[src/isp_pkg.sv]
`default_nettype none

package isp_pkg;

	// ---------------------------------------------------------------
	// Register offsets on the special function register port.
	// ---------------------------------------------------------------
	localparam logic [7:0] ADDR_CHIP_CTRL = 8'h9f;
	localparam logic [7:0] ADDR_TRIGGER   = 8'ha4;
	localparam logic [7:0] ADDR_ADDR_LO   = 8'ha6;
	localparam logic [7:0] ADDR_ADDR_HI   = 8'ha7;
	localparam logic [7:0] ADDR_DATA      = 8'hae;
	localparam logic [7:0] ADDR_CMD       = 8'haf;
	localparam logic [7:0] ADDR_TA_KEY    = 8'hc7;

	// ---------------------------------------------------------------
	// Timed access key bytes and field positions.
	// ---------------------------------------------------------------
	localparam logic [7:0] TA_KEY_FIRST  = 8'haa;
	localparam logic [7:0] TA_KEY_SECOND = 8'h55;
	localparam int         CC_PE_BIT     = 0;
	localparam int         CC_LUEN_BIT   = 5;
	localparam int         CC_FAULT_BIT  = 6;
	localparam int         LAUNCH_BIT    = 0;
	localparam int         CMD_CE_BIT    = 4;
	localparam int         CMD_OE_BIT    = 5;
	localparam int         CMD_REG_LSB   = 6;

	// ---------------------------------------------------------------
	// Command encodings and target regions.
	// ---------------------------------------------------------------
	localparam logic [3:0] ACT_ERASE     = 4'h2;
	localparam logic [3:0] ACT_PROG      = 4'h1;
	localparam logic [3:0] ACT_READ      = 4'h0;
	localparam logic [1:0] REGION_MAIN   = 2'h0;
	localparam logic [1:0] REGION_LOADER = 2'h1;
	localparam logic [1:0] REGION_CONFIG = 2'h3;

	// ---------------------------------------------------------------
	// Sizes, reset values and timing.
	// ---------------------------------------------------------------
	localparam logic [16:0] MAIN_BYTES      = 17'h10000;
	localparam logic [16:0] LOADER_BYTES    = 17'h01000;
	localparam logic [15:0] CFG_LAST_ADDR   = 16'h0003;
	localparam int          CFG_COUNT       = 4;
	localparam logic [7:0]  CFG_ERASED      = 8'hff;
	localparam int          BOOT_SEL_BIT    = 7;
	localparam logic [7:0]  REG_RESET       = 8'h00;
	localparam int          CLK_PERIOD_NS   = 10;
	localparam int          CFG_OP_TIME_NS  = 5000;
	localparam logic [11:0] CFG_OP_CYCLES   =
		12'((CFG_OP_TIME_NS + CLK_PERIOD_NS - 1) / CLK_PERIOD_NS);

	// ---------------------------------------------------------------
	// Types.
	// ---------------------------------------------------------------
	typedef enum logic [1:0] {ST_IDLE, ST_WAIT_OSC, ST_FLASH, ST_CFG} isp_state_t;
	typedef enum logic [1:0] {OP_NONE, OP_ERASE, OP_PROG, OP_READ} isp_op_t;

	typedef struct packed {
		isp_op_t     op;
		logic [1:0]  region;
		logic [15:0] addr;
		logic [7:0]  wdata;
	} isp_flash_cmd_t;

	typedef struct packed {
		isp_state_t          state;
		logic [7:0]          cmd;
		logic [7:0]          addr_hi;
		logic [7:0]          addr_lo;
		logic [7:0]          data;
		logic                pe;
		logic                luen;
		logic                fault;
		logic [1:0]          ta_stage;
		logic [11:0]         cfg_cnt;
		logic                req_pulse;
		logic [7:0]          rdata;
		logic [3:0][7:0]     cfg_store;
		logic [3:0][7:0]     cfg_active;
	} isp_regs_t;

endpackage : isp_pkg

`default_nettype wire

[src/isp_flash_seq.sv]
// Overview of operation
// Data register holds program or read byte.
// Launch bit starts operation and stalls CPU.
// Completion clears launch, releases CPU; reads zero.
// Decode action from enables and action code.
// Upper address bits pick target region; the code takes it from cmd bits 7:6 instead.
// Page erase works on 256-byte pages.
// Config erase clears all; bytes 0-3 addressed.
// Operations need oscillator; enable gates triggering.
// Software clears enable using timed access.
// External code fetch refuses operation, sets fault.
// Config access only from loader code.
// New config applies after reset; boot bit special.
// Security lock never blocks sequencer operations.
// Both areas may read themselves.
// Software disables interrupts while programming.
// Software updates config bytes last.
// Illegal accesses and oversize set sticky fault.
// Loader update enable gates loader writes.
// Address from high and low registers.
// Protected writes need key pair first.
`timescale 1ns/10ps
`default_nettype none

module isp_flash_seq (
	input  wire logic                    clk,
	input  wire logic                    reset,
	input  wire logic [7:0]              sfr_addr,
	input  wire logic [7:0]              sfr_wdata,
	input  wire logic                    sfr_wr,
	input  wire logic                    sfr_rd,
	output logic [7:0]                   sfr_rdata,
	input  wire logic                    running_from_loader,
	input  wire logic                    fetch_external,
	input  wire logic                    osc_ready,
	output logic                         rc_osc_en,
	output logic                         cpu_stall,
	output logic                         flash_req,
	output isp_pkg::isp_flash_cmd_t      flash_cmd,
	input  wire logic                    flash_done,
	input  wire logic [7:0]              flash_rdata,
	input  wire logic                    cfg_reload,
	input  wire logic                    reset_was_sw,
	output logic [31:0]                  config_active
);

	// ---------------------------------------------------------------
	// Helpers.
	// ---------------------------------------------------------------

	// Standby and any unlisted code decode to no operation.
	function automatic isp_pkg::isp_op_t decode_op(input logic [7:0] cmd);
		isp_pkg::isp_op_t op;
		op = isp_pkg::OP_NONE;
		if (cmd[isp_pkg::CMD_OE_BIT] && !cmd[isp_pkg::CMD_CE_BIT]) begin
			if (cmd[3:0] == isp_pkg::ACT_ERASE)
				op = isp_pkg::OP_ERASE;
			else if (cmd[3:0] == isp_pkg::ACT_PROG)
				op = isp_pkg::OP_PROG;
		end else if (!cmd[isp_pkg::CMD_OE_BIT] && !cmd[isp_pkg::CMD_CE_BIT]
			&& cmd[3:0] == isp_pkg::ACT_READ) begin
			op = isp_pkg::OP_READ;
		end
		return op;
	endfunction : decode_op

	// The lock bit is deliberately not an input here, so it cannot block. R13
	function automatic logic is_illegal(
		input isp_pkg::isp_op_t op,
		input logic [1:0]       region,
		input logic [15:0]      addr,
		input logic             from_loader,
		input logic             luen,
		input logic             ext_fetch
	);
		logic wr;
		logic bad;
		wr  = (op == isp_pkg::OP_ERASE) || (op == isp_pkg::OP_PROG);
		bad = ext_fetch;
		case (region)
			isp_pkg::REGION_MAIN: begin
				// Reads are fine from either area; only writes to the running area fault. R14
				if (wr && !from_loader)
					bad = 1'b1;
				if ({1'b0, addr} >= isp_pkg::MAIN_BYTES)
					bad = 1'b1;
			end
			isp_pkg::REGION_LOADER: begin
				if (wr && from_loader)
					bad = 1'b1;
				if (wr && !from_loader && !luen)
					bad = 1'b1;
				if ({1'b0, addr} >= isp_pkg::LOADER_BYTES)
					bad = 1'b1;
			end
			isp_pkg::REGION_CONFIG: begin
				if (!from_loader)
					bad = 1'b1;
				if (op == isp_pkg::OP_ERASE && addr[15:8] != 8'h00)
					bad = 1'b1;
				if (op != isp_pkg::OP_ERASE && addr > isp_pkg::CFG_LAST_ADDR)
					bad = 1'b1;
			end
			default: begin
				bad = 1'b1;
			end
		endcase
		return bad;
	endfunction : is_illegal

	// ---------------------------------------------------------------
	// State.
	// ---------------------------------------------------------------
	isp_pkg::isp_regs_t  s_ff;
	isp_pkg::isp_regs_t  nxt_s;
	isp_pkg::isp_op_t    cur_op;
	logic [15:0]         cur_addr;
	logic [1:0]          cur_region;
	logic                prot_ok;
	logic                launch_try;
	logic                launch_bad;

	// Operation fields come straight from the registers, which the stalled CPU cannot change.
	assign cur_op     = decode_op(s_ff.cmd);
	assign cur_addr   = {s_ff.addr_hi, s_ff.addr_lo};
	assign cur_region = s_ff.cmd[7:isp_pkg::CMD_REG_LSB];
	assign prot_ok    = sfr_wr && s_ff.ta_stage == 2'h2 && sfr_addr != isp_pkg::ADDR_TA_KEY;
	// Without the programming enable a trigger write has no effect at all. R8
	assign launch_try = prot_ok && sfr_addr == isp_pkg::ADDR_TRIGGER
		&& sfr_wdata[isp_pkg::LAUNCH_BIT] && s_ff.pe && s_ff.state == isp_pkg::ST_IDLE;
	assign launch_bad = is_illegal(cur_op, cur_region, cur_addr, running_from_loader,
		s_ff.luen, fetch_external);

	// ---------------------------------------------------------------
	// Next-state logic.
	// ---------------------------------------------------------------

	// Register writes first, then the sequencer, so a hardware fault set wins a clear.
	always_comb begin
		logic [1:0] idx;
		idx             = s_ff.addr_lo[1:0];
		nxt_s           = s_ff;
		nxt_s.req_pulse = 1'b0;
		nxt_s.rdata     = 8'h00;

		// Key pair arms exactly the next write; any other write disarms. R20
		if (sfr_wr) begin
			if (sfr_addr == isp_pkg::ADDR_TA_KEY) begin
				if (sfr_wdata == isp_pkg::TA_KEY_FIRST)
					nxt_s.ta_stage = 2'h1;
				else if (s_ff.ta_stage == 2'h1 && sfr_wdata == isp_pkg::TA_KEY_SECOND)
					nxt_s.ta_stage = 2'h2;
				else
					nxt_s.ta_stage = 2'h0;
			end else begin
				nxt_s.ta_stage = 2'h0;
			end
		end

		// Plain register writes.
		if (sfr_wr) begin
			case (sfr_addr)
				isp_pkg::ADDR_CMD:     nxt_s.cmd = sfr_wdata;
				isp_pkg::ADDR_ADDR_HI: nxt_s.addr_hi = sfr_wdata;
				isp_pkg::ADDR_ADDR_LO: nxt_s.addr_lo = sfr_wdata;
				isp_pkg::ADDR_DATA:    nxt_s.data = sfr_wdata;
				default: begin
				end
			endcase
		end

		// Unkeyed writes to chip control are dropped silently. R9
		if (prot_ok && sfr_addr == isp_pkg::ADDR_CHIP_CTRL) begin
			nxt_s.pe    = sfr_wdata[isp_pkg::CC_PE_BIT];
			nxt_s.luen  = sfr_wdata[isp_pkg::CC_LUEN_BIT];
			nxt_s.fault = sfr_wdata[isp_pkg::CC_FAULT_BIT];
		end

		// Sequencer.
		case (s_ff.state)
			isp_pkg::ST_IDLE: begin
				if (launch_try && cur_op != isp_pkg::OP_NONE) begin
					if (launch_bad)
						nxt_s.fault = 1'b1;
					else
						nxt_s.state = isp_pkg::ST_WAIT_OSC;
				end
			end
			isp_pkg::ST_WAIT_OSC: begin
				// The oscillator must be running before any flash timing starts. R8
				if (osc_ready) begin
					if (cur_region == isp_pkg::REGION_CONFIG) begin
						nxt_s.state   = isp_pkg::ST_CFG;
						nxt_s.cfg_cnt = isp_pkg::CFG_OP_CYCLES - 12'h001;
					end else begin
						nxt_s.state     = isp_pkg::ST_FLASH;
						nxt_s.req_pulse = 1'b1;
					end
				end
			end
			isp_pkg::ST_FLASH: begin
				if (flash_done) begin
					if (cur_op == isp_pkg::OP_READ)
						nxt_s.data = flash_rdata;
					nxt_s.state = isp_pkg::ST_IDLE;
				end
			end
			isp_pkg::ST_CFG: begin
				if (s_ff.cfg_cnt == 12'h000) begin
					case (cur_op)
						isp_pkg::OP_ERASE: begin
							for (int i = 0; i < isp_pkg::CFG_COUNT; i++) begin
								nxt_s.cfg_store[i] = isp_pkg::CFG_ERASED;
							end
						end
						isp_pkg::OP_PROG: nxt_s.cfg_store[idx] = s_ff.data;
						isp_pkg::OP_READ: nxt_s.data = s_ff.cfg_store[idx];
						default: begin
						end
					endcase
					nxt_s.state = isp_pkg::ST_IDLE;
				end else begin
					nxt_s.cfg_cnt = s_ff.cfg_cnt - 12'h001;
				end
			end
			default: begin
				nxt_s.state = isp_pkg::ST_IDLE;
			end
		endcase

		// Stored config takes effect only when the system reset logic says so.
		if (cfg_reload) begin
			nxt_s.cfg_active = s_ff.cfg_store;
			if (reset_was_sw)
				nxt_s.cfg_active[0][isp_pkg::BOOT_SEL_BIT] =
					s_ff.cfg_active[0][isp_pkg::BOOT_SEL_BIT];
		end

		// Read data stands for exactly the cycle after the strobe.
		if (sfr_rd) begin
			case (sfr_addr)
				isp_pkg::ADDR_CHIP_CTRL: begin
					nxt_s.rdata[isp_pkg::CC_PE_BIT]    = s_ff.pe;
					nxt_s.rdata[isp_pkg::CC_LUEN_BIT]  = s_ff.luen;
					nxt_s.rdata[isp_pkg::CC_FAULT_BIT] = s_ff.fault;
				end
				isp_pkg::ADDR_TRIGGER: nxt_s.rdata = 8'h00;
				isp_pkg::ADDR_CMD:     nxt_s.rdata = s_ff.cmd;
				isp_pkg::ADDR_ADDR_HI: nxt_s.rdata = s_ff.addr_hi;
				isp_pkg::ADDR_ADDR_LO: nxt_s.rdata = s_ff.addr_lo;
				isp_pkg::ADDR_DATA:    nxt_s.rdata = s_ff.data;
				default:               nxt_s.rdata = 8'h00;
			endcase
		end
	end

	// ---------------------------------------------------------------
	// State register.
	// ---------------------------------------------------------------

	// Config storage resets to erased; a real part would keep it, this model cannot.
	always_ff @(posedge clk or posedge reset) begin
		if (reset) begin
			s_ff            <= '0;
			s_ff.cmd        <= isp_pkg::REG_RESET;
			s_ff.data       <= isp_pkg::REG_RESET;
			s_ff.cfg_store  <= {isp_pkg::CFG_COUNT{isp_pkg::CFG_ERASED}};
			s_ff.cfg_active <= {isp_pkg::CFG_COUNT{isp_pkg::CFG_ERASED}};
		end else begin
			s_ff <= nxt_s;
		end
	end

	// ---------------------------------------------------------------
	// Outputs.
	// ---------------------------------------------------------------

	// Erase always targets the page base, so a stray low byte cannot shift it.
	always_comb begin
		flash_cmd.op     = cur_op;
		flash_cmd.region = cur_region;
		flash_cmd.addr   = cur_addr;
		flash_cmd.wdata  = s_ff.data;
		if (cur_op == isp_pkg::OP_ERASE)
			flash_cmd.addr[7:0] = 8'h00;
	end

	assign sfr_rdata     = s_ff.rdata;
	assign rc_osc_en     = s_ff.pe;
	assign cpu_stall     = s_ff.state != isp_pkg::ST_IDLE;
	assign flash_req     = s_ff.req_pulse;
	assign config_active = s_ff.cfg_active;
endmodule : isp_flash_seq

`default_nettype wire

[config.mk]
export PLATFORM = sky130hd
export DESIGN_NAME = isp_flash_seq
export DESIGN_NICKNAME = d
export VERILOG_FILES = /design/src/isp_pkg.sv /design/src/isp_flash_seq.sv
export SDC_FILE = /design/constraint.sdc
export NUM_CORES = 1
export LEC_CHECK = 0
export CAP_MARGIN = 20
export CELL_PAD_IN_SITES_DETAIL_PLACEMENT = 0
export CELL_PAD_IN_SITES_GLOBAL_PLACEMENT = 1
export CORE_ASPECT_RATIO = 0.7
export CORE_UTILIZATION = 40
export DETAILED_ROUTE_END_ITERATION = 16
export DONT_BUFFER_PORTS = 1
export PLACE_DENSITY = 0.67
export SYNTH_ARGS = -nofsm -noshare
export SYNTH_HDL_FRONTEND = slang
export SYNTH_SLANG_ARGS = --single-unit
[constraint.sdc]
create_clock -name clk -period 4.1 [get_ports clk]
set_input_delay 0.205 -clock clk [delete_from_list [all_inputs] [get_ports clk]]
set_output_delay 0.205 -clock clk [all_outputs]
set_load 0.1 [all_outputs]
==> impl_results.md, run 1 <==
* Final setup TNS at 0 ns
* Largest area contributor in the netlist: dfstp_2
* Vias at 4,148
* Syn avg cell area at 11.6 sq um
* Multiplexer area fraction after synthesis at 18.0%
* Failing checks: design-rule violations
* Post-route clock period utilization at 68.4%
* Postcts setup bufs at 0
* Peak supply drop at 0.235 mV
* Yosys warns at 0
* Share of layout cells above drive strength 1 at 35.2%
* Unrepaired setup endpoints after global routing: false
* Ys async rst share at 100%
* Root Buffer: clkbuf_16
* WL per Instance at 22.9 um
* Die area at 16,400 sq um
* Worst EP required at 3.89 ns
* CP startpoint kind: flip-flop
* Largest net degree at the start of global routing at 46
* DR vias/cell at 5.70
* Max Slew Vio Count at 0
* First-pass GRT wire length at 25,700 um
* Max-cap violations at 0
* WP data arrival at 2.60 ns
* Final #Nets at 550
* Leakage at 2.91 nW
* # fillers at 1,410
* Count leader, synth: dfstp_2
* Sequential share of the synthesized area at 50.0%
* Post-synth EDFFs at 0
* Synth top cells by count: dfstp_2, dfrtp_1, buf_4, mux2_2, nand2_1
* # hold bufs at CTS at 23
* Die Wd at 153 um
* Setup violators final at 0
* Vias in the first global route at 4,176
* Post-route ant nets at 0
* CP Buf/Inv Count at 0
* CTS Buf Count at 17
* Die H at 108 um
* Io pins at 105
* Core Box Area at 15,500 sq um
* Drc violations at 4
* Initial Util at 41.0%
* Max Buffers Root-to-Sink at 2
* Slowest Stage Delay on Critical Path at 0.85 ns
* Worst path cell trace: nor4b_4 > nand3b_1 > nand2_1
* Clk_skew at 0.00755 ns
* Ys flop type: dfstp_2
* Initial antenna violation count at 0
* Global-route usage over all layers at 21.4%
* Gpl congestion at 0.877
* CTS tree: done
* Syn_nets at 583
* CTS resizes at 0
* Layout area overhead at 9.29%
* Synth top area share at 26.4%
* F_max at 0.357 GHz
* Clock latency on the worst-skew pair at 0.43 ns
* Total Wirelength at 16,600 um
* Post-layout minimum cycle time at 2.80 ns
* Hold Crit Class: in2reg
* Non-Filler Instances at 728
* Post-Synth XOR/XNOR Area at 0.688%
* CP endpoint kind: output pin
* CTS clk-pin slew, worst paths at 0.06 ns
* Status: finished with violations
* Detailed Routing Iterations Pass 1 at 11
* Power Density at 466 nW/um^2
* Final Hold Vio Count at 0
* Post-Synth Simple-Gate Area at 13.8%
* Slew margin rel. at 25.3%
* Top cells by area, synth: dfstp_2, dfrtp_1, mux2_2, buf_4, mux4_2
* Mapped Cells at 548
* CP max FO at 9
* Synth Register Bits at 124
* Drt initial violations at 342
* Gr ovfl total at 0
* Tightest Pin Transition at 1.12 ns
* Compound-cell area share of the yosys netlist at 7.98%
* H-tree depth at 4
* N_diodes at 0
* Setup Crit Path Kind: reg2out
* R2r setup slk at 1.45 ns
* Synth unique cells at 59
* Row count at 38
* Syn Std Cell Area at 6370 sq um
* PortBufs at 0
* Largest family of logic cells by synthesized area: multiplexers
* Dpl cells at 673
* # clock sinks at 124
* Post-Synth Adder-Cell Area at 0.196%
* Slowest-stage cell, CP: nand2_1
* DPL Wire Length at 11,800 um
* Cell family with most CP delay: simple AND/OR/NAND/NOR gates
==> worst paths after layout <==
check | from | to | cells past startpoint
worst max-delay path | s_ff[116]$_DFFE_PP0P_ | flash_cmd[27] | 3
worst min-delay path | sfr_wdata[0] | flash_cmd[0]$_DFF_PP0_ | 2
worst max register to register | flash_cmd[24]$_DFFE_PP0P_ | s_ff[83]$_DFFE_PP0P_ | 4
worst min register to register | s_ff[55]$_DFFE_PP1P_ | s_ff[55]$_DFFE_PP1P_ | 2
max in group asynchronous | reset | cur_addr[0]$_DFFE_PP0P_ | 3
min in group asynchronous | reset | s_ff[79]$_DFFE_PP0P_ | 2
==> through the flow <==
stage	utilization, %	total power [W]	area [sq um]	hold WS [ns]	setup WS (ns)
final	44.8	0.00325	6960	0.0136	1.30
after global routing	44.8	0.00334	6960	0.0169	1.19
after CTS	44.8	0.00327	6960	0.00276	1.27
after detailed placement	39.3	0.00168	6110	0.178	1.47
after global placement	39.3	0.00167	6110	0.169	1.58
after floorplan	-	0.00166	6370	0.328	0.702
==> power breakdown <==
group / total [W] / switching, W / internal [W]
Clock: 0.00156 / 0.000596 / 0.000964
Sequential: 0.00145 / 0.000200 / 0.00125
Combinational: 0.000233 / 0.000153 / 0.0000796
==> kinds of logic (layout without fill, tap and decap cells) <==
kind of cell / count (synthesis) / count (layout)
AO/OA/AOI/OAI: 81 / 81
XOR/XNOR: 5 / 5
multiplexers: 87 / 87
AND/OR/NAND/NOR: 157 / 157
buffers and inverters: 93 / 73
flip-flops: 124 / 124
adder cells (fa/ha/maj): 1 / 1
==> cell usage in the layout, fill, tap and decap left out, types with 16 or more instances in the layout <==
cell,Yosys,final
nor2_1,27,27
dfstp_2,64,64
mux2_2,58,58
nand2_1,48,48
o21ai_1,26,26
dfrtp_1,60,60
dlygate4sd3_1,0,22
o21ai_0,20,20
clkbuf_16,0,17
mux4_2,16,16
==> flip-flops by register name, summed over array words and instances, names as in the netlist <==
name	cells
flash_cmd	18
config_active	32
s_ff	56
rc_osc_en	1
cur_addr	8
flash_req	1
sfr_rdata	8
==> layout make-up <==
cell class                      instances  area, sq um  area share [%]
Timing Repair Buffer                   27          270            3.88
Multi-Input combinational cell        331         2590            37.2
Sequential cell                       124         3180            45.7
Inverter                               14         55.1           0.791
Tap cell                              200          250            3.60
Clock inverter                         15          186            2.68
Clock buffer                           17          425            6.11
==> metal layers <==
metal | wire length [um] | global-route usage [%] | vias up
met1 | 7710 | 29.6 | 2094
li1 | - | - | 1864
met4 | 191 | 6.57 | 0
met2 | 6940 | 29.9 | 172
met5 | 0 | 0 | -
met3 | 1790 | 9.42 | 18
No activity file was read; power rests on OpenSTA's default activity.
==> run 2, diff against run 1 <==
--- a/config.mk
+++ b/config.mk
@@ -5,6 +5,7 @@
 export SDC_FILE = /design/constraint.sdc
 export NUM_CORES = 1
 export LEC_CHECK = 0
+export ABC_AREA = 1
 export CAP_MARGIN = 20
 export CELL_PAD_IN_SITES_DETAIL_PLACEMENT = 0
 export CELL_PAD_IN_SITES_GLOBAL_PLACEMENT = 1
@@ -12,7 +13,7 @@
 export CORE_UTILIZATION = 40
 export DETAILED_ROUTE_END_ITERATION = 16
 export DONT_BUFFER_PORTS = 1
-export PLACE_DENSITY = 0.67
+export PLACE_DENSITY = 0.7
 export SYNTH_ARGS = -nofsm -noshare
 export SYNTH_HDL_FRONTEND = slang
 export SYNTH_SLANG_ARGS = --single-unit
==> constraint.sdc (replaced) <==
create_clock -name clk -period 2.91 [get_ports clk]
set_input_delay 0.1455 -clock clk [delete_from_list [all_inputs] [get_ports clk]]
set_output_delay 0.1455 -clock clk [all_outputs]
set_load 0.1 [all_outputs]
==> run 2 against run 1 <==
  * The run now ends clean
  * Synthesized cell count increased by 36%
  * Sequential power grew 32%
  * First-iteration DRC count rose by 9.6%
  * Count of clock-buffer cells in the layout up 9
  * Core utilization is 2.1 points higher
  * Area after synthesis grew 3.7%
  * Cell area grew 6.5%
  * Critical path type unchanged
  * Critical endpoint is now flash_cmd[11]
  * Largest cell class unchanged
  * Highest routed layer unchanged
==> impl_results.md, run 2 <==
* N_diodes at 0 (unchanged)
* PortBufs at 0 (unchanged)
* Setup Crit Path Kind: reg2out (unchanged)
* # clock sinks at 124 (unchanged)
* Max Slew Vio Count at 0 (unchanged)
* CP max FO at 11 (was 9)
* Die H at 109 um (was 108 um)
* Share of layout cells above drive strength 1 at 26.6% (was 35.2%)
* H-tree depth at 4 (unchanged)
* Most common cell after layout, fill and taps aside: nand2_1 (was dfstp_2)
* Syn_nets at 781 (was 583)
* Final #Nets at 773 (was 550)
* Global-route usage over all layers at 23.1% (was 21.4%)
* WP data arrival at 2.11 ns (was 2.60 ns)
* Final setup TNS at 0 ns (unchanged)
* Unrepaired setup endpoints after global routing: false (unchanged)
* Peak supply drop at 0.359 mV (was 0.235 mV)
* Tightest Pin Transition at 0.879 ns (was 1.12 ns)
* Initial antenna violation count at 0 (unchanged)
* Count leader, synth: nand2_1 (was dfstp_2)
* Status: finished, final reports clean (was finished with violations)
* Layout area overhead at 12.3% (was 9.29%)
* First-pass GRT wire length at 28,900 um (was 25,700 um)
* Post-layout minimum cycle time at 2.25 ns
* Post-route cell area at 7410 sq um (was 6960 sq um)
* Postcts setup bufs at 0 (unchanged)
* Yosys warns at 0 (unchanged)
* Synth top area share at 25.5% (was 26.4%)
* Gpl congestion at 0.852 (was 0.877)
* Syn avg cell area at 8.85 sq um (was 11.6 sq um)
* Hold path cells at 2 (unchanged)
* Clk_skew at 0.0146 ns (was 0.00755 ns)
* Post-synth EDFFs at 0 (unchanged)
* CP startpoint kind: flip-flop (unchanged)
* Core Box Area at 15,800 sq um (was 15,500 sq um)
* Leakage at 3.27 nW (was 2.91 nW)
* Post-route ant nets at 0 (unchanged)
* Synth top cells by count: nand2_1, dfstp_2, inv_1 (was dfstp_2, dfrtp_1, buf_4, mux2_2, nand2_1)
* DPL Wire Length at 13,400 um (was 11,800 um)
* Max Buffers Root-to-Sink at 2 (unchanged)
* Post-route clock period utilization at 77.4%
* Initial Util at 41.7% (was 41.0%)
* R2R cell count at 7 (was 4)
* Power Density at 646 nW/um^2 (was 466 nW/um^2)
* F_max at 0.444 GHz
* WL per Instance at 18.9 um (was 22.9 um)
* Drc violations at 0 (was 4)
* DR vias/cell at 5.29 (was 5.70)
* Clock latency on the worst-skew pair at 0.43 ns (about the same)
* Die Wd at 156 um (was 153 um)
* Most frequent cells in the layout: nand2_1, dfstp_2, inv_1 (was dfstp_2, dfrtp_1, mux2_2)
* CTS Buf Count at 17 (unchanged)
* Slew margin rel. at 41.5% (was 25.3%)
* CTS clk-pin slew, worst paths at 0.06 ns (about the same)
* Die area at 17,000 sq um (was 16,400 sq um)
* Post-DP Area at 6550 sq um (was 6110 sq um)
* Worst hold start: sfr_rd (was sfr_wdata[0])
* Min Hold Slack at 0.0250 ns (was 0.0136 ns)
* Vias at 5,141 (was 4,148)
* Hold Crit Class: in2reg (unchanged)
* # fillers at 1,483 (was 1,410)
* Gr ovfl total at 0 (unchanged)
* Ys flop type: dfstp_2 (unchanged)
* Sequential share of the synthesized area at 48.2% (was 50.0%)
* Worst EP required at 2.76 ns (was 3.89 ns)
* Final Hold Vio Count at 0 (unchanged)
* Detailed Routing Iterations Pass 1 at 5 (was 11)
* Syn Std Cell Area at 6600 sq um (was 6370 sq um)
* CP endpoint kind: output pin (unchanged)
* Total Wirelength at 18,400 um (was 16,600 um)
* Synth unique cells at 46 (was 59)
* R2r setup slk at 0.66 ns (was 1.45 ns)
* Reg-to-reg critical path startpoint: s_ff[118]$_DFFE_PP0P_ (was flash_cmd[24]$_DFFE_PP0P_)
* Max-cap violations at 0 (unchanged)
* Largest area contributor in the netlist: dfstp_2 (unchanged)
* Worst R2R End: s_ff[34]$_DFFE_PP1P_ (was s_ff[83]$_DFFE_PP0P_)
* Max reg flops at 56 (unchanged)
* Row count at 38 (unchanged)
* Synth Register Bits at 124 (unchanged)
* Drt initial violations at 375 (was 342)
* CTS tree: done (unchanged)
* Setup violators final at 0 (unchanged)
* Biggest register: s_ff (unchanged)
* Ys async rst share at 100% (unchanged)
* Hold EP: sfr_rdata[6]$_DFF_PP0_ (was flash_cmd[0]$_DFF_PP0_)
* Root Buffer: clkbuf_16 (unchanged)
* Top cells by area, synth: dfstp_2, dfrtp_1, nand2_1, buf_4, mux2_2 (was dfstp_2, dfrtp_1, mux2_2, buf_4, mux4_2)
* Mapped Cells at 746 (was 548)
* Vias in the first global route at 4,993 (was 4,176)
* Io pins at 105 (unchanged)
* Largest net degree at the start of global routing at 48 (was 46)
run 2: cell types whose count changed after synthesis, moves of 10 or more:
cell / delta
mux2i_1: -11
nand3_1: +21
o21ai_0: +38
o22ai_1: +16
nor3_1: +10
mux2_2: -27
mux4_2: -16
o21ai_2: +14
nor2_1: +33
nand2_1: +110
inv_1: +49
o21ai_1: -17
run 2: worst max-delay path by stage:
stage                                     start                     to  slack (ns)
after global placement    s_ff[116]$_DFFE_PP0P_   s_ff[35]$_DFFE_PP1P_        0.87
after floorplan           s_ff[115]$_DFFE_PP0P_  s_ff[122]$_DFFE_PP0P_        0.82
final                     s_ff[119]$_DFFE_PP0P_          flash_cmd[11]        0.66
after global routing      s_ff[118]$_DFFE_PP0P_   s_ff[36]$_DFFE_PP1P_        0.44
after CTS                 s_ff[119]$_DFFE_PP0P_           flash_cmd[9]        0.69
after detailed placement  s_ff[116]$_DFFE_PP0P_   s_ff[34]$_DFFE_PP1P_        0.74
run 2: metal layers:
layer,vias to the layer above,GRT usage [%],routed length [um]
met5,-,0,0
met4,0,7.28,255
met3,21,8.04,1790
met2,208,32.7,7710
met1,2504,32.8,8610
li1,2408,-,-
run 2: logic make-up after synthesis:
logic type / Yosys count / share of synthesized area (%)
AO/OA/AOI/OAI: 126 / 11.4
XOR/XNOR: 2 / 0.265
adder cells (fa/ha/maj): 1 / 0.189
buffers and inverters: 149 / 12.4
flip-flops: 124 / 48.2
multiplexers: 31 / 5.29
AND/OR/NAND/NOR: 313 / 22.3
run 2: layout make-up:
| cell class | count | area (sq um) | share of cell area, % |
|---|---|---|---|
| well taps | 220 | 275 | 3.71 |
| clock buffers | 26 | 542 | 7.31 |
| repair buffers | 50 | 483 | 6.51 |
| multi-input cells | 473 | 2600 | 35.1 |
| flip-flops and latches | 124 | 3180 | 42.9 |
| inverters | 72 | 274 | 3.70 |
| clock inverters | 6 | 55.1 | 0.742 |
run 2: what timing repair did:
action	CTS	global route
endpoints found under the hold margin	84	0
hold buffers	24	0
resized for setup	0	0
run 2: critical path, cell delays in order (launching register included):
cell	delay (ns)
dfrtp_1	0.38
inv_1	0.11
nor2_2	0.07
nand3_1	0.35
nand2_1	0.13
inv_1	0.64
run 2: power by group:
| part | internal [W] | switching, W |
|---|---|---|
| combinational | 0.000187 | 0.000554 |
| clock | 0.00136 | 0.000773 |
| sequential | 0.00180 | 0.000114 |
run 2: stage by stage:
step | util (%) | total power, W | std cells | setup WS, ns
after floorplan | - | 0.00249 | 746 | 0.815
after global placement | 41.4 | 0.00263 | 914 | 0.868
after detailed placement | 41.4 | 0.00265 | 914 | 0.739
after CTS | 46.7 | 0.00483 | 970 | 0.690
after global routing | 46.8 | 0.00499 | 971 | 0.438
final | 46.8 | 0.00479 | 971 | 0.657
==> run 3, diff against run 2 <==
==> constraint.sdc (replaced) <==
create_clock -name clk -period 2.2 [get_ports clk]
set_input_delay 0.11 -clock clk [delete_from_list [all_inputs] [get_ports clk]]
set_output_delay 0.11 -clock clk [all_outputs]
set_load 0.1 [all_outputs]
==> run 3 against run 2 <==
  * Cell area is 1.2% higher
  * Worst hold slack worse by 0.00050 ns
  * Setup slack worse by 0.53 ns
  * Via count is 0.95% higher
  * Count of clock-buffer cells in the layout is 1 lower
==> impl_results.md, run 3 (synthesis results as in run 2) <==
* Status: finished, final reports clean (unchanged)
* Initial Util at 41.7% (unchanged)
* Setup Crit Path Kind: in2reg (was reg2out)
* Initial antenna violation count at 0 (unchanged)
* CTS Buf Count at 17 (unchanged)
* Non-Filler Instances at 985 (was 971)
* Die H at 109 um (unchanged)
* CTS tree: done (unchanged)
* WL per Instance at 18.7 um (was 18.9 um)
* Layout area overhead at 13.7% (was 12.3%)
* Die Wd at 156 um (unchanged)
* Detailed Routing Iterations Pass 1 at 7 (was 5)
* Slew margin rel. at 41.5% (about the same)
* DPL Wire Length at 13,400 um (about the same)
* Max-cap violations at 0 (unchanged)
* Final Hold Vio Count at 0 (unchanged)
* Final #Nets at 787 (was 773)
* Biggest register: s_ff (unchanged)
* Global-route usage over all layers at 22.9% (was 23.1%)
* Final setup TNS at 0 ns (unchanged)
* PortBufs at 0 (unchanged)
* Vias at 5,190 (was 5,141)
* Row count at 38 (unchanged)
* Worst Setup SP: sfr_addr[5] (was s_ff[119]$_DFFE_PP0P_)
* Gpl congestion at 0.913 (was 0.852)
* CP startpoint kind: primary input (was flip-flop)
* Post-route clock period utilization at 94.3%
* Share of layout cells above drive strength 1 at 27.6% (was 26.6%)
* Postcts setup bufs at 0 (unchanged)
* Core Box Area at 15,800 sq um (unchanged)
* Max reg flops at 56 (unchanged)
* CTS clk-pin slew, worst paths at 0.06 ns (about the same)
* F_max at 0.482 GHz
* N_diodes at 0 (unchanged)
* Drc violations at 0 (unchanged)
* Drt initial violations at 453 (was 375)
* Most frequent cells in the layout: nand2_1, dfstp_2, inv_1 (unchanged)
* Leakage at 3.33 nW (was 3.27 nW)
* H-tree depth at 4 (unchanged)
* Post-route ant nets at 0 (unchanged)
* Largest net degree at the start of global routing at 76 (was 48)
* Most common cell after layout, fill and taps aside: nand2_1 (unchanged)
* Vias in the first global route at 5,006 (was 4,993)
* # clock sinks at 124 (unchanged)
* Hold Crit Class: in2reg (unchanged)
* Tightest Pin Transition at 0.879 ns (about the same)
* Dpl cells at 926 (was 914)
* Max Buffers Root-to-Sink at 2 (unchanged)
* Total Wirelength at 18,400 um (about the same)
* First-pass GRT wire length at 28,700 um (was 28,900 um)
* Root Buffer: clkbuf_16 (unchanged)
* Die area at 17,000 sq um (unchanged)
* Clock latency on the worst-skew pair at 0.42 ns (was 0.43 ns)
* DR vias/cell at 5.27 (was 5.29)
* Reg-to-reg critical path startpoint: s_ff[73]$_DFFE_PP0P_ (was s_ff[118]$_DFFE_PP0P_)
* Clk_skew at 0.00844 ns (was 0.0146 ns)
* Post-layout minimum cycle time at 2.07 ns
* CP endpoint kind: flip-flop (was output pin)
* Peak supply drop at 0.395 mV (was 0.359 mV)
* Max Slew Vio Count at 0 (unchanged)
* Unrepaired setup endpoints after global routing: false (unchanged)
* Setup violators final at 0 (unchanged)
* # fillers at 1,520 (was 1,483)
* Gr ovfl total at 0 (unchanged)
* Total Power at 0.00633 W (was 0.00479 W)
* CP max FO at 3 (was 11)
* Io pins at 105 (unchanged)
* Worst hold start: sfr_wdata[0] (was sfr_rd)
* Power Density at 843 nW/um^2 (was 646 nW/um^2)
* Worst EP required at 2.56 ns (was 2.76 ns)
* WP data arrival at 2.44 ns (was 2.11 ns)
==> run 3: worst paths after layout <==
path                                                 to  slack [ns]  depth (start not counted)
worst max-delay path             sfr_rdata[0]$_DFF_PP0_        0.13                          6
worst min-delay path            cur_addr[0]$_DFFE_PP0P_        0.02                          2
worst max register to register     s_ff[36]$_DFFE_PP1P_        0.19                          8
worst min register to register     s_ff[73]$_DFFE_PP0P_        0.48                          1
max in group asynchronous          s_ff[43]$_DFFE_PP1P_        1.51                          3
min in group asynchronous        sfr_rdata[0]$_DFF_PP0_        0.27                          3
==> run 3: metal layers <==
layer | vias up | part of all wire [%] | GRT usage [%]
met4 | 0 | 0.98 | 6.93
met2 | 224 | 41 | 31.8
li1 | 2425 | - | -
met3 | 21 | 10 | 7.84
met5 | - | 0 | 0
met1 | 2520 | 48 | 33.1
==> run 3: cell type report <==
cell class | instances | area, sq um | area share, %
well taps | 220 | 275 | 3.67
multi-input cells | 473 | 2610 | 34.8
clock inverters | 7 | 86.3 | 1.15
inverters | 72 | 274 | 3.65
flip-flops and latches | 124 | 3180 | 42.4
clock buffers | 25 | 495 | 6.60
repair buffers | 64 | 583 | 7.77
==> run 3: what timing repair did <==
item / CTS / global route
hold endpoints to repair: 129 / 0
hold buffers: 27 / 0
setup endpoints to repair: 0 / 1
resized for setup: 0 / 1
==> run 3: per-stage QoR <==
stage	instance area (sq um)	setup WS (ns)	utilization [%]	hold slack, ns
global route	7510	0.0375	47.4	0.0261
detailed placement	6640	0.210	41.9	0.111
floorplan	6610	0.105	-	0.218
finish	7510	0.125	47.4	0.0245
CTS	7500	0.118	47.4	0.000649
global placement	6640	0.312	41.9	0.110
==> run 3: report_power, final <==
part           internal (W)  total [W]  switching, W
Sequential          0.00239    0.00255      0.000159
Combinational      0.000272    0.00100      0.000728
Clock               0.00178    0.00278       0.00100
Total               0.00444    0.00633       0.00189
==> run 3: worst max-delay path: stages <==
cell,delay [ns]
dlygate4sd3_1,0.56
nor4_2,0.35
dlygate4sd3_1,0.65
nand2_1,0.07
a21oi_1,0.14
dlygate4sd3_1,0.55
